`src/design/serial_port_pkg.sv`:
```
// Constants, types and helpers for the serial port block
// Notes on behaviour
// - Parity none, odd, even, mark, space
// - Five to eight data bits per character
// - One or two stop bits appended
// - Reply waits minimum response delay first
// - Data held off lead time after send request
// - Send request held trail time after last byte
// - Clear-to-send ignored when gate is zero
// - Gate one: send only with clear-to-send high
// - Enquiry waits delay after link acknowledge
// - Command index limited to list length
// - Commands spaced by minimum command delay
// - Retries bypass command spacing
// - Fault records at location, none at minus one
// - Port works only when enabled
// - Role zero master, one slave
// - Bit rate entered as plain number or short code (115200 only as 115 or 1152)
package serial_port_pkg;
  localparam int unsigned CLK_HZ        = 100_000_000;
  localparam int unsigned CLK_PERIOD_NS = 10;
  localparam int unsigned MS_TIME_NS    = 1_000_000;
  localparam int unsigned MS_CYCLES     = MS_TIME_NS / CLK_PERIOD_NS;
  typedef logic [13:0] reg_idx_t;
  localparam reg_idx_t IDX_ENABLE   = 14'h1392;
  localparam reg_idx_t IDX_ROLE     = 14'h1393;
  localparam reg_idx_t IDX_BAUD     = 14'h1397;
  localparam reg_idx_t IDX_PARITY   = 14'h1398;
  localparam reg_idx_t IDX_BITS     = 14'h1399;
  localparam reg_idx_t IDX_STOP     = 14'h139A;
  localparam reg_idx_t IDX_HOLDOFF  = 14'h139B;
  localparam reg_idx_t IDX_LEAD     = 14'h139C;
  localparam reg_idx_t IDX_TRAIL    = 14'h139D;
  localparam reg_idx_t IDX_CTS_GATE = 14'h139E;
  localparam reg_idx_t IDX_ENQ      = 14'h139F;
  localparam reg_idx_t IDX_CMD_LEN  = 14'h13A0;
  localparam reg_idx_t IDX_SPACING  = 14'h13A1;
  localparam reg_idx_t IDX_FAULT    = 14'h13A2;
  localparam reg_idx_t IDX_STATUS   = 14'h13B0;
  localparam reg_idx_t IDX_MASK     = 14'h13B1;
  localparam reg_idx_t IDX_CONTROL  = 14'h13B2;
  localparam reg_idx_t IDX_TX_DATA  = 14'h13B3;
  localparam reg_idx_t IDX_RX_DATA  = 14'h13B4;
  localparam reg_idx_t IDX_CODE     = 14'h13B5;
  localparam reg_idx_t IDX_STATE    = 14'h13B6;
  localparam logic [15:0] BAUD_RESET  = 16'h2580;
  localparam logic [15:0] BITS_RESET  = 16'h0008;
  localparam logic [15:0] STOP_RESET  = 16'h0001;
  localparam logic [15:0] STOP_TWO    = 16'h0002;
  localparam logic [15:0] CMD_MAX     = 16'h0064;
  localparam logic [15:0] LOC_NONE    = 16'hFFFF;
  localparam logic [15:0] LOC_MAX     = 16'h1387;
  localparam logic [2:0]  PAR_NONE    = 3'h0;
  localparam logic [2:0]  PAR_ODD     = 3'h1;
  localparam logic [2:0]  PAR_EVEN    = 3'h2;
  localparam logic [2:0]  PAR_MARK    = 3'h3;
  localparam logic [2:0]  PAR_SPACE   = 3'h4;
  localparam logic [7:0]  DLE_CODE    = 8'h10;
  localparam logic [7:0]  ACK_CODE    = 8'h06;
  localparam int unsigned CTL_START   = 0;
  localparam int unsigned CTL_END     = 3;
  localparam int unsigned EV_TX_DONE  = 0;
  localparam int unsigned EV_RX_BYTE  = 1;
  localparam int unsigned EV_ACK      = 2;
  localparam int unsigned EV_REFUSED  = 3;
  localparam int unsigned EV_RX_ERR   = 4;
  localparam int unsigned EV_W        = 5;
  typedef enum logic [4:0] {
    TX_IDLE  = 5'h01,
    TX_HOLD  = 5'h02,
    TX_LEAD  = 5'h04,
    TX_SEND  = 5'h08,
    TX_TRAIL = 5'h10
  } tx_state_t;
  typedef enum logic [1:0] {
    MSG_CMD = 2'h0, MSG_RETRY = 2'h1, MSG_REPLY = 2'h2, MSG_ENQ = 2'h3
  } msg_kind_t;
  typedef struct packed {
    logic [2:0] parity;
    logic [3:0] bits;
    logic       two_stop;
  } frame_cfg_t;
  typedef struct packed {
    logic        valid;
    logic [15:0] addr;
    logic [15:0] data;
  } fault_rec_t;

  function automatic int unsigned char_len(input logic [3:0] b);
    return (b >= 4'h5 && b <= 4'h8) ? int'(b) : 8;
  endfunction

  function automatic logic par_on(input logic [2:0] p);
    return p >= PAR_ODD && p <= PAR_SPACE;
  endfunction

  function automatic logic par_bit(input logic [7:0] d,
                                   input frame_cfg_t c);
    logic x;
    x = 1'b0;
    for (int i = 0; i < 8; i++) if (i < char_len(c.bits)) x ^= d[i];
    case (c.parity)
      PAR_ODD:  return ~x;
      PAR_MARK: return 1'b1;
      PAR_EVEN: return x;
      default:  return 1'b0;
    endcase
  endfunction

  function automatic logic [3:0] frame_len(input frame_cfg_t c);
    return 4'(1 + char_len(c.bits) + (par_on(c.parity) ? 1 : 0) +
              (c.two_stop ? 2 : 1));
  endfunction

  function automatic logic [16:0] ms_load(input logic [15:0] v);
    // One extra tick so the wait is never short
    return (v == 16'h0000) ? 17'h00000 : {1'b0, v} + 17'h00001;
  endfunction

  function automatic logic [19:0] baud_divisor(input logic [15:0] r);
    int unsigned bps;
    case (int'(r))
      110, 150, 300, 600: bps = int'(r);
      12, 1200:           bps = 1200;
      24, 2400:           bps = 2400;
      48, 4800:           bps = 4800;
      14, 114, 14400:     bps = 14400;
      19, 192, 19200:     bps = 19200;
      28, 288, 28800:     bps = 28800;
      38, 384, 38400:     bps = 38400;
      57, 576, 57600:     bps = 57600;
      115, 1152:          bps = 115200;
      default:            bps = 9600;
    endcase
    return 20'(CLK_HZ / bps);
  endfunction
endpackage

```
`src/design/serial_port_line_and_modem_control.sv`:
```
// Serial port framing, modem control and command pacing
`timescale 1ns/1ns
`default_nettype none
module serial_port_line_and_modem_control
  import serial_port_pkg::*;
#(
  parameter int unsigned MS_TICK_CYCLES = MS_CYCLES
) (
  // Clock and reset
  input  wire logic        clk_sys,
  input  wire logic        reset,
  // AHB-Lite slave
  input  wire logic        hsel,
  input  wire logic [31:0] haddr,
  input  wire logic [1:0]  htrans,
  input  wire logic        hwrite,
  input  wire logic [2:0]  hsize,
  input  wire logic [31:0] hwdata,
  input  wire logic        hready,
  output logic             hreadyout,
  output logic             hresp,
  output logic [31:0]      hrdata,
  // Serial line and modem
  input  wire logic        rx_in,
  input  wire logic        cts_in,
  output logic             tx_out,
  output logic             rts_out,
  // Fault record write to data table
  output fault_rec_t       fault_rec,
  // Interrupt
  output logic             irq
);

  logic [15:0] enable_q, role_q, baud_q, parity_q, bits_q, stop_q;
  logic [15:0] holdoff_q, lead_q, trail_q, gate_q, enq_q, cmd_len_q;
  logic [15:0] spacing_q, loc_q, cmd_idx_q;
  logic [EV_W-1:0] status_q, mask_q, ev;
  logic [7:0]  tx_data_q, rx_data_q, prev_byte_q;
  logic        tx_full_q, end_q, irq_q, rts_q, tx_q;
  logic        wr_q, rd_now, acc, cts_m, cts_s, rx_m, rx_s, rx_p;
  reg_idx_t    wr_idx_q, rd_idx;
  logic [31:0] hrdata_q, ms_cnt_q;
  logic [15:0] wdat, rd_val;
  logic        ms_tick;
  logic [16:0] hold_ms_q, space_ms_q, enq_ms_q;
  tx_state_t   st_q;
  msg_kind_t   kind_q, start_kind;
  logic        start_req, start_ok, hold_go, tx_idle, tx_load, can_load;
  logic [11:0] tx_sh_q, rx_sh_q;
  logic [3:0]  tx_left_q, rx_cnt_q, rx_par_idx;
  logic [19:0] tx_div_q, rx_div_q, div;
  logic        rx_busy_q, rx_done, rx_bad;
  logic [7:0]  rx_byte;
  frame_cfg_t  cfg;
  fault_rec_t  fault_q;

  assign cfg  = '{parity: parity_q[2:0], bits: bits_q[3:0],
                  two_stop: (stop_q == STOP_TWO)};
  assign div  = baud_divisor(baud_q);
  assign wdat = hwdata[15:0];
  assign hreadyout = 1'b1;
  assign hresp     = 1'b0;
  assign hrdata    = hrdata_q;
  assign tx_out    = tx_q;
  assign rts_out   = rts_q;
  assign irq       = irq_q;
  assign fault_rec = fault_q;

  // Pin synchronisers
  always_ff @(posedge clk_sys or posedge reset) begin
    if (reset) begin
      {cts_m, cts_s, rx_m, rx_s, rx_p} <= 5'h07;
      {cts_m, cts_s} <= 2'h0;
    end else begin
      cts_m <= cts_in;
      cts_s <= cts_m;
      rx_m  <= rx_in;
      rx_s  <= rx_m;
      rx_p  <= rx_s;
    end
  end

  // Bus address phase; read data registered for the data phase
  assign acc    = hsel && htrans[1] && hready;
  assign rd_now = acc && !hwrite;
  assign rd_idx = haddr[15:2];
  always_ff @(posedge clk_sys or posedge reset) begin
    if (reset) begin
      wr_q     <= 1'b0;
      wr_idx_q <= '0;
      hrdata_q <= 32'h0000_0000;
    end else begin
      wr_q <= acc && hwrite && haddr[31:16] == 16'h0000;
      if (acc) wr_idx_q <= rd_idx;
      if (rd_now) hrdata_q <= {16'h0000, rd_val};
    end
  end

  always_comb begin
    rd_val = 16'h0000;
    if (haddr[31:16] != 16'h0000) rd_val = 16'h0000;
    else if (rd_idx == IDX_ENABLE)   rd_val = enable_q;
    else if (rd_idx == IDX_ROLE)     rd_val = role_q;
    else if (rd_idx == IDX_BAUD)     rd_val = baud_q;
    else if (rd_idx == IDX_PARITY)   rd_val = parity_q;
    else if (rd_idx == IDX_BITS)     rd_val = bits_q;
    else if (rd_idx == IDX_STOP)     rd_val = stop_q;
    else if (rd_idx == IDX_HOLDOFF)  rd_val = holdoff_q;
    else if (rd_idx == IDX_LEAD)     rd_val = lead_q;
    else if (rd_idx == IDX_TRAIL)    rd_val = trail_q;
    else if (rd_idx == IDX_CTS_GATE) rd_val = gate_q;
    else if (rd_idx == IDX_ENQ)      rd_val = enq_q;
    else if (rd_idx == IDX_CMD_LEN)  rd_val = cmd_len_q;
    else if (rd_idx == IDX_SPACING)  rd_val = spacing_q;
    else if (rd_idx == IDX_FAULT)    rd_val = loc_q;
    else if (rd_idx == IDX_STATUS)   rd_val = 16'(status_q);
    else if (rd_idx == IDX_MASK)     rd_val = 16'(mask_q);
    else if (rd_idx == IDX_RX_DATA)  rd_val = {8'h00, rx_data_q};
    else if (rd_idx == IDX_TX_DATA)  rd_val = {8'h00, tx_data_q};
    else if (rd_idx == IDX_STATE)
      rd_val = {cmd_idx_q[7:0], tx_full_q, cts_s, rts_q, 5'(st_q)};
  end

  // Configuration registers
  always_ff @(posedge clk_sys or posedge reset) begin
    if (reset) begin
      {enable_q, role_q, parity_q, holdoff_q, lead_q} <= '0;
      {trail_q, gate_q, enq_q, cmd_len_q, spacing_q} <= '0;
      mask_q   <= '0;
      baud_q   <= BAUD_RESET;
      bits_q   <= BITS_RESET;
      stop_q   <= STOP_RESET;
      loc_q    <= LOC_NONE;
    end else if (wr_q) begin
      if (wr_idx_q == IDX_ENABLE)        enable_q  <= wdat;
      else if (wr_idx_q == IDX_ROLE)     role_q    <= wdat;
      else if (wr_idx_q == IDX_BAUD)     baud_q    <= wdat;
      else if (wr_idx_q == IDX_PARITY)   parity_q  <= wdat;
      else if (wr_idx_q == IDX_BITS)     bits_q    <= wdat;
      else if (wr_idx_q == IDX_STOP)     stop_q    <= wdat;
      else if (wr_idx_q == IDX_HOLDOFF)  holdoff_q <= wdat;
      else if (wr_idx_q == IDX_LEAD)     lead_q    <= wdat;
      else if (wr_idx_q == IDX_TRAIL)    trail_q   <= wdat;
      else if (wr_idx_q == IDX_CTS_GATE) gate_q    <= wdat;
      else if (wr_idx_q == IDX_ENQ)      enq_q     <= wdat;
      else if (wr_idx_q == IDX_CMD_LEN)
        cmd_len_q <= (wdat > CMD_MAX) ? CMD_MAX : wdat;
      else if (wr_idx_q == IDX_SPACING)  spacing_q <= wdat;
      else if (wr_idx_q == IDX_FAULT)    loc_q     <= wdat;
      else if (wr_idx_q == IDX_MASK)     mask_q    <= wdat[EV_W-1:0];
    end
  end

  // Sticky status, cleared by reading it; a new event wins
  always_ff @(posedge clk_sys or posedge reset) begin
    if (reset) begin
      status_q <= '0;
      irq_q    <= 1'b0;
    end else begin
      status_q <= (rd_now && rd_idx == IDX_STATUS) ? ev : (status_q | ev);
      irq_q    <= |(status_q & mask_q);
    end
  end

  // Fault record, suppressed at the no-location value
  always_ff @(posedge clk_sys or posedge reset) begin
    if (reset) begin
      fault_q <= '0;
    end else begin
      fault_q.valid <= wr_q && wr_idx_q == IDX_CODE &&
                       loc_q <= LOC_MAX;
      if (wr_q && wr_idx_q == IDX_CODE) begin
        fault_q.addr <= loc_q;
        fault_q.data <= wdat;
      end
    end
  end

  // Millisecond tick
  assign ms_tick = (ms_cnt_q == MS_TICK_CYCLES - 1);
  always_ff @(posedge clk_sys or posedge reset) begin
    if (reset) ms_cnt_q <= 32'h0000_0000;
    else ms_cnt_q <= ms_tick ? 32'h0000_0000 : ms_cnt_q + 32'h0000_0001;
  end

  // Message start requests
  assign start_kind = msg_kind_t'(wdat[2:1]);
  assign start_req  = wr_q && wr_idx_q == IDX_CONTROL && wdat[CTL_START];
  assign start_ok   = start_req && st_q == TX_IDLE && enable_q == 16'h0001 &&
                      ((start_kind == MSG_REPLY) == role_q[0]) &&
                      (start_kind != MSG_CMD || cmd_len_q != 16'h0000);
  assign hold_go = hold_ms_q == 17'h00000 &&
                   !(kind_q == MSG_CMD && space_ms_q != 17'h00000) &&
                   !(kind_q == MSG_ENQ && enq_ms_q != 17'h00000);

  always_ff @(posedge clk_sys or posedge reset) begin
    if (reset) begin
      cmd_idx_q <= '0;
    end else if (cmd_idx_q >= cmd_len_q && cmd_idx_q != 16'h0000) begin
      cmd_idx_q <= '0;
    end else if (start_ok && start_kind == MSG_CMD) begin
      cmd_idx_q <= (cmd_idx_q + 16'h0001 >= cmd_len_q) ? 16'h0000
                 : cmd_idx_q + 16'h0001;
    end
  end

  // Transmit sequencer
  always_ff @(posedge clk_sys or posedge reset) begin
    if (reset) begin
      st_q      <= TX_IDLE;
      kind_q    <= MSG_CMD;
      hold_ms_q <= '0;
      rts_q     <= 1'b0;
    end else if (enable_q != 16'h0001) begin
      st_q      <= TX_IDLE;
      hold_ms_q <= '0;
      rts_q     <= 1'b0;
    end else begin
      if (ms_tick && hold_ms_q != 17'h00000)
        hold_ms_q <= hold_ms_q - 17'h00001;
      case (st_q)
        TX_IDLE: if (start_ok) begin
          st_q      <= TX_HOLD;
          kind_q    <= start_kind;
          hold_ms_q <= (start_kind == MSG_REPLY) ? ms_load(holdoff_q)
                       : 17'h00000;
        end
        TX_HOLD: if (hold_go) begin
          st_q      <= TX_LEAD;
          rts_q     <= 1'b1;
          hold_ms_q <= ms_load(lead_q);
        end
        TX_LEAD: if (hold_ms_q == 17'h00000) st_q <= TX_SEND;
        TX_SEND: if (end_q && !tx_full_q && tx_idle) begin
          st_q      <= TX_TRAIL;
          hold_ms_q <= ms_load(trail_q);
        end
        TX_TRAIL: if (hold_ms_q == 17'h00000) begin
          st_q  <= TX_IDLE;
          rts_q <= 1'b0;
        end
        default: st_q <= TX_IDLE;
      endcase
    end
  end

  // Command spacing and enquiry delay timers
  always_ff @(posedge clk_sys or posedge reset) begin
    if (reset) space_ms_q <= '0;
    else if (st_q == TX_HOLD && hold_go && kind_q == MSG_CMD)
      space_ms_q <= ms_load(spacing_q);
    else if (ms_tick && space_ms_q != 17'h00000)
      space_ms_q <= space_ms_q - 17'h00001;
  end

  always_ff @(posedge clk_sys or posedge reset) begin
    if (reset) enq_ms_q <= '0;
    else if (ev[EV_ACK]) enq_ms_q <= ms_load(enq_q);
    else if (ms_tick && enq_ms_q != 17'h00000)
      enq_ms_q <= enq_ms_q - 17'h00001;
  end

  // Character shifter
  assign tx_idle  = tx_left_q == 4'h0 && tx_div_q == 20'h00000;
  assign can_load = st_q == TX_SEND && tx_idle && tx_full_q;
  assign tx_load  = can_load && (gate_q != 16'h0001 || cts_s);
  always_ff @(posedge clk_sys or posedge reset) begin
    if (reset) begin
      tx_sh_q   <= '1;
      tx_left_q <= '0;
      tx_div_q  <= '0;
      tx_q      <= 1'b1;
      tx_full_q <= 1'b0;
      tx_data_q <= '0;
      end_q     <= 1'b0;
    end else begin
      if (tx_load) begin
        tx_sh_q   <= '1;
        for (int i = 0; i < 8; i++)
          if (i < char_len(cfg.bits)) tx_sh_q[1+i] <= tx_data_q[i];
        tx_sh_q[0] <= 1'b0;
        if (par_on(cfg.parity))
          tx_sh_q[4'(1 + char_len(cfg.bits))] <= par_bit(tx_data_q, cfg);
        tx_left_q <= frame_len(cfg);
        tx_full_q <= 1'b0;
      end else if (tx_left_q != 4'h0 && tx_div_q == 20'h00000) begin
        tx_q      <= tx_sh_q[0];
        tx_sh_q   <= {1'b1, tx_sh_q[11:1]};
        tx_left_q <= tx_left_q - 4'h1;
        tx_div_q  <= div - 20'h00001;
      end else if (tx_div_q != 20'h00000) begin
        tx_div_q <= tx_div_q - 20'h00001;
      end
      if (st_q == TX_IDLE && enable_q != 16'h0001) tx_full_q <= 1'b0;
      if (wr_q && wr_idx_q == IDX_TX_DATA) begin
        tx_data_q <= wdat[7:0];
        tx_full_q <= 1'b1;
      end
      if (st_q == TX_TRAIL || enable_q != 16'h0001) end_q <= 1'b0;
      if (wr_q && wr_idx_q == IDX_CONTROL && wdat[CTL_END]) end_q <= 1'b1;
    end
  end

  // Receiver, sampled at mid-bit
  assign rx_par_idx = 4'(1 + char_len(cfg.bits));
  assign rx_byte = rx_sh_q[8:1] & (8'hFF >> (8 - char_len(cfg.bits)));
  assign rx_done = rx_busy_q && rx_div_q == 20'h00000 &&
                   rx_cnt_q == frame_len(cfg) - (cfg.two_stop ? 4'h2 : 4'h1);
  assign rx_bad  = !rx_s || (par_on(cfg.parity) &&
                   rx_sh_q[rx_par_idx] != par_bit(rx_byte, cfg));
  always_ff @(posedge clk_sys or posedge reset) begin
    if (reset) begin
      rx_busy_q   <= 1'b0;
      rx_cnt_q    <= '0;
      rx_div_q    <= '0;
      rx_sh_q     <= '0;
      rx_data_q   <= '0;
      prev_byte_q <= '0;
    end else if (!rx_busy_q) begin
      if (enable_q == 16'h0001 && rx_p && !rx_s) begin
        rx_busy_q <= 1'b1;
        rx_cnt_q  <= 4'h0;
        rx_div_q  <= div >> 1;
      end
    end else if (rx_div_q != 20'h00000) begin
      rx_div_q <= rx_div_q - 20'h00001;
    end else begin
      rx_sh_q[rx_cnt_q] <= rx_s;
      rx_cnt_q <= rx_cnt_q + 4'h1;
      rx_div_q <= div - 20'h00001;
      if ((rx_cnt_q == 4'h0 && rx_s) || rx_done) rx_busy_q <= 1'b0;
      if (rx_done && !rx_bad) begin
        rx_data_q   <= rx_byte;
        prev_byte_q <= rx_byte;
      end
    end
  end

  always_comb begin
    ev = '0;
    ev[EV_TX_DONE] = st_q == TX_TRAIL && hold_ms_q == 17'h00000 &&
                     enable_q == 16'h0001;
    ev[EV_RX_BYTE] = rx_done && !rx_bad;
    ev[EV_RX_ERR]  = rx_done && rx_bad;
    ev[EV_ACK]     = ev[EV_RX_BYTE] && !role_q[0] &&
                     prev_byte_q == DLE_CODE && rx_byte == ACK_CODE;
    ev[EV_REFUSED] = start_req && !start_ok;
  end
endmodule // serial_port_line_and_modem_control
`default_nettype wire

```
`config.mk`:
```
export PLATFORM = sky130hd
export DESIGN_NAME = serial_port_line_and_modem_control
export DESIGN_NICKNAME = d
export VERILOG_FILES = /design/src/design/serial_port_pkg.sv /design/src/design/serial_port_line_and_modem_control.sv
export SDC_FILE = /design/constraint.sdc
export NUM_CORES = 2
export LEC_CHECK = 0
export BUFFER_PORTS_ARGS = -buffer_cell sky130_fd_sc_hd__buf_2
export CAP_MARGIN = 20
export CORE_MARGIN = 1.5
export CORE_UTILIZATION = 44
export DETAILED_ROUTE_END_ITERATION = 8
export RECOVER_POWER = 25
export SLEW_MARGIN = 40
export SYNTH_ARGS = -nofsm -noshare
export SYNTH_HDL_FRONTEND = slang
export SYNTH_SLANG_ARGS = --single-unit
```
`constraint.sdc`:
```
create_clock -name clk_sys -period 140.1 [get_ports clk_sys]
set_input_delay 28.02 -clock clk_sys [delete_from_list [all_inputs] [get_ports clk_sys]]
set_output_delay 28.02 -clock clk_sys [all_outputs]
set_load 0.02 [all_outputs]
```
==> After elaboration in Yosys (flattened, before gate mapping) <==
Cells that the tools add are included.
{ "totals": {"n_memories": 0, "latchBits": 0, "ram_bits": 0, "register_bits": 503, "output_inout_bits": 70, "rom_bits": 0} }
{ "classes": {"n_addsub": 20, "n_mul": 0, "n_div": 1, "muxes": 140, "n_eq_ne": 90, "reduce_logical": 132, "n_lt_le_gt_ge": 20, "shift": 1, "bitwise_logic": 36} }
{ "ops": {"columns": ["op", "count"], "rows": [
  ["== test 14 x 13 -> 1 bit, second input constant", 37],
  ["two-way mux 16 bit", 24],
  ["two-way mux 17 bit", 15],
  ["one-hot mux 17 bit (10 select lines)", 1],
  ["two-way mux 20 bit", 5],
  ["logical NOT 16 bit", 6],
  ["less-than comparator 3 x 32 -> 1 bit, first input constant", 3],
  ["adder 16 x 1 -> 17 bit, second input constant", 5],
  ["two-way mux 1 bit", 66],
  ["less-than comparator 1 x 32 -> 1 bit, first input constant", 2],
  ["less-than comparator 2 x 32 -> 1 bit, first input constant", 2],
  ["subtractor 20 x 1 -> 20 bit, second input constant", 3],
  ["logical AND 1 bit", 53],
  ["one-hot mux 17 bit (3 select lines)", 1],
  ["nonzero test 17 bit", 3],
  ["subtractor 17 x 1 -> 17 bit, second input constant", 3],
  ["== test 16 x 5 -> 1 bit, second input constant", 3],
  ["== test 16 x 6 -> 1 bit, second input constant", 3],
  ["== test 16 x 7 -> 1 bit, second input constant", 3],
  ["== test 16 x 9 -> 1 bit, second input constant", 3],
  ["nonzero test 16 bit", 3],
  ["logical NOT 20 bit", 2],
  ["nonzero test 20 bit", 2],
  ["two-way mux 12 bit", 3],
  ["other kinds (92)", 189]
]} }

==> Depth between registers and ports, before layout <==
{ "logic_depth": {"depth_word": 42, "mapped_depth": 420, "depth_no_buf": 372} }

==> Least setup slack after synthesis <==
No wires, ideal clock.
{ "synth_timing": {"kind": "register to register", "startpoint": "register baud_q[0]", "endpoint": "register rx_div_q[16]", "synth_period_minus_slack_ps": 78606, "t_required_ps": 139973, "stages_incl_launch_ff": 387, "t_arrival_ps": 78479, "n_path_buf": 44, "setup_time_ps": 127, "setup_slack_ps": 61494, "cell_sequence": "dfrtp_1 > buf_2 > or4_1 > nor3_2 > o21a_4 > inv_2 > and3_1 > and2_1 > buf_2 > and4_1 > or2_2 > a2111oi_0 > ha_1 > o211ai_1 > o21ai_1 > and2_1 > nor3_1 > a21o_1 > [351 not listed] > o21ai_0 > nand2b_1 > a21oi_1 > o31ai_1 > nand2_1 > nor3_1 > mux2i_1 > o211ai_1 > nor3_2 > ha_1 > nand2_1 > nor3_1 > nand3b_1 > xnor2_1 > nor4_1 > o21ai_0 > a222oi_1 > inv_1"} }
{ "synth_between": {"elab_chain_cells": 7, "word_cells_on_any_way": 43} }
{ "synth_rtl": {"columns": ["element", "line_no", "text"], "rows": [
  ["from (decl)", "serial_port_line_and_modem_control.sv:34", "logic [15:0] enable_q, role_q, baud_q, parity_q, bits_q, stop_q;"],
  ["from (signal assigned)", "serial_port_line_and_modem_control.sv:137", "else if (wr_idx_q == IDX_BAUD) baud_q <= wdat;"],
  ["== test 16 x 7 -> 1 bit, or another cell as far along", "serial_port_pkg.sv:122", "case (int'(r))"],
  ["OR reduction 4 bit, or another cell as far along", "serial_port_pkg.sv:122", null],
  ["one-hot mux 17 bit (10 select lines) (*)", "serial_port_pkg.sv:122", null],
  ["divider 27 x 32 -> 32 bit (*)", "serial_port_pkg.sv:135", "return 20'(CLK_HZ / bps);"],
  ["subtractor 20 x 1 -> 20 bit", "serial_port_line_and_modem_control.sv:330", "rx_div_q <= div - 20'h00001;"],
  ["two-way mux 20 bit", "serial_port_line_and_modem_control.sv:325", "end else if (rx_div_q != 20'h00000) begin"],
  ["two-way mux 20 bit (*)", "serial_port_line_and_modem_control.sv:319", "end else if (!rx_busy_q) begin"],
  ["to (signal assigned)", "serial_port_line_and_modem_control.sv:323", "rx_div_q <= div >> 1;"],
  ["to (signal assigned)", "serial_port_line_and_modem_control.sv:326", "rx_div_q <= rx_div_q - 20'h00001;"],
  ["to (signal assigned)", "serial_port_line_and_modem_control.sv:330", null],
  ["to (decl)", "serial_port_line_and_modem_control.sv:51", "logic [19:0] tx_div_q, rx_div_q, div;"]
]} }
Every way passes the cells marked *; elsewhere a longest branch is shown, timed or not. The select of a mux whose other input is x is not followed.
A chain may end at the register's enable or synchronous reset.

==> Worst setup path in the final report <==
{ "layout_timing": {"startpoint": "register baud_q[6]", "endpoint": "register rx_div_q[16]"} }
Same word-level chain as after synthesis.

==> impl_metrics.yaml <==
final_layout:
  area_delta_synth_final_pct: 8.66
  fill_cells: 11600
  drive_gt1_frac: 0.124
  nNetsFinal: 6982
  n_antenna_cell: 0
logic_synthesis:
  synth_largest_area_cell: "dfrtp_1"
  syn_area_mm2: 0.0521
  yosys_warnings: 0
  synth_cell_types: 122
  avgSynthCellArea_um2: 8.11
  synth_edf_count: 0
  synth_area_leaders: "dfrtp_1 22%, ha_1 10%, mux2_2 7.4%, xnor2_1 4.6%, nor2_1 4.4%"
  seq_area_frac_synth: 0.243
  yosysMostFrequentCell: "nor2_1"
  async_reset_ff_frac: 1.00
  synth-seq-cells: 503
  synthFlopType: "dfrtp_1"
  netlist_instances: 6427
  synth_commonest_cells: "616 x nor2_1, 585 x nand2_1, 464 x dfrtp_1, 452 x a21oi_1, 424 x ha_1"
  synth.top_cell.area_share: 0.223
setup_path:
  setup.worst_path.class: "register to register"
  path_max_fanout: 36
  cpMaxStageDelayCell: "and2_0"
  cp-end-kind: "register"
  arrival_ns: 86.59
  cp-start-kind: "register"
  path_delay_family: "compound AO/OA/AOI/OAI gates"
  cp_data_required_time_ns: 140.60
  cp_slowest_stage_delay_ns: 0.86
  crit_buf_inv: 18
cts:
  cts_sinks: 503
  max-clock-path-buffers: 3
  postCtsResizedCells: 0
  clk_pin_slew_ns: 0.06
  hold_buffers: 0
  cts_inserted_buffers: 55
  cts_setup_buffers: 0
  htreeDepth: 2
  cts_tree: "yes"
  cts_root_buf: "clkbuf_16"
  insertion_delay_ns: 0.63
outcome:
  violations: "DRC, capacitance limit, slew limit"
  status: "finished with violations"
timing:
  rsz0062_at_grt: "false"
  skew_ns: 0.0337
  slew_headroom: -1.32
  period_minus_slack_ns: 86.09
  fmax_mhz: 11.6
  setup_viol: 0
  finalWorstSetupSlack_ns: 54.01
  maxSlewViolCount: 164
  tns_ns: 0
  hold_viol: 0
  max_slew.worst_pin.slew_ns: 3.45
  period_share: 0.614
job:
  drv_cap: 4
placement:
  port-buffer-count: 105
  dp_slack_ns: 54.91
  place.gp.congestion: 0.925
  dpl.hpwl_mm: 129
routing:
  drc: 14
  via_count: 49600
  ant_nets: 0
  drt_first_pass_iters: 9
  wl_per_cell_um: 21.0
  drt-initial-drc-count: 4243
  routed_via_density: 6.15
  finalWirelength_mm: 170
floorplan:
  die_y_um: 347
  dieArea_mm2: 0.120
  die_x_um: 347
  rows: 126
  start_util: 0.442
  ioPinCount: 146
  coreArea_mm2: 0.118
global_routing:
  grt_pass1_vias: 46800
  antenna_found_initial: 2
  grt_max_degree: 79
  grt_pass1_wl_mm: 264
  overflow: 0
  track_usage: 0.272
hold_path:
  min_path_type: "register to register"
cell families (layout without fill, tap and decap cells):
kind of cell | Yosys count | after routing | share of synthesized area
AOI/OAI and AO/OA | 1834 | 1834 | 0.232
other | 2 | 48 | 0.000144
and+or+nand+nor | 2350 | 2350 | 0.225
DFF | 503 | 503 | 0.243
adders and majority gates | 427 | 427 | 0.103
buffers and inverters | 452 | 505 | 0.0347
xor gates and xnor gates | 471 | 471 | 0.0792
muxes | 388 | 388 | 0.0835
layout make-up:
class	instances	area, um^2	area share
multi-input cells	5518	38100	0.673
flip-flops and latches	503	12600	0.223
well taps	1536	1920	0.0339
clock buffers	82	1670	0.0295
repair buffers	190	1210	0.0214
inverters	211	793	0.0140
clock inverters	22	309	0.00546
flip-flops by register name (all words and copies together) (netlist names), 17 cells and up:
| register | count |
|---|---|
| space_ms_q | 17 |
| rx_div_q | 20 |
| fault_rec | 33 |
| hold_ms_q | 17 |
| enq_ms_q | 17 |
| tx_div_q | 20 |
| ms_cnt_q | 32 |
per-layer routing:
layer | wire, um | global-route usage | part of all wire
met4 | 5330 | 0.0858 | 0.031
met5 | 0 | 0 | 0
met3 | 9790 | 0.0268 | 0.058
met2 | 78000 | 0.450 | 0.46
met1 | 76400 | 0.372 | 0.45
through the flow:
stage | hold slack [ns] | instance area, um^2 | std cells | utilization
6_report | 0.351 | 56600 | 8062 | 0.481
5_1_grt | 0.360 | 56600 | 8062 | 0.481
4_1_cts | 0.353 | 56600 | 8062 | 0.481
3_5_place_dp | 0.339 | 54700 | 7958 | 0.464
3_3_place_gp | 0.336 | 54400 | 7952 | 0.462
2_1_floorplan | 0.331 | 52300 | 6473 | -
placed cells by master (no fill, tap or decap), types with 42 or more instances in the layout:
cell type / instances
nor2_1: 600
nand2_1: 580
dfrtp_1: 464
a21oi_1: 451
ha_1: 424
o21ai_0: 402
mux2_2: 343
xnor2_1: 275
inv_1: 206
nand3_1: 201
xor2_1: 196
a21o_1: 178
nor3_1: 161
nand2b_1: 113
nand4_1: 99
buf_2: 98
nor4_1: 95
and3_1: 93
o21a_1: 93
o31ai_1: 66
buf_4: 66
a221oi_1: 61
clkbuf_16: 56
nor2b_1: 55
a22oi_1: 54
a31oi_1: 52
and2_1: 51
or3_1: 48
conb_1: 48
o211ai_1: 42
worst paths after layout:
| check | cells after the start | slack (ns) | end | startpoint |
|---|---|---|---|---|
| max | 357 | 54.01 | rx_div_q[16]$_DFFE_PP0P_ | baud_q[6]$_DFFE_PP0P_ |
| min | 0 | 0.35 | cts_s$_DFF_PP0_ | cts_m$_DFF_PP0_ |
| max reg2reg | 357 | 54.01 | rx_div_q[16]$_DFFE_PP0P_ | baud_q[6]$_DFFE_PP0P_ |
| min reg2reg | 0 | 0.35 | cts_s$_DFF_PP0_ | cts_m$_DFF_PP0_ |
| max in group asynchronous | 4 | 109.23 | tx_data_q[7]$_DFFE_PP0P_ | reset |
| min in group asynchronous | 2 | 28.42 | ms_cnt_q[28]$_DFF_PP0_ | reset |
Power is not shown: default switching activity piles up to over one toggle a cycle in this logic, so the estimate is an artifact.
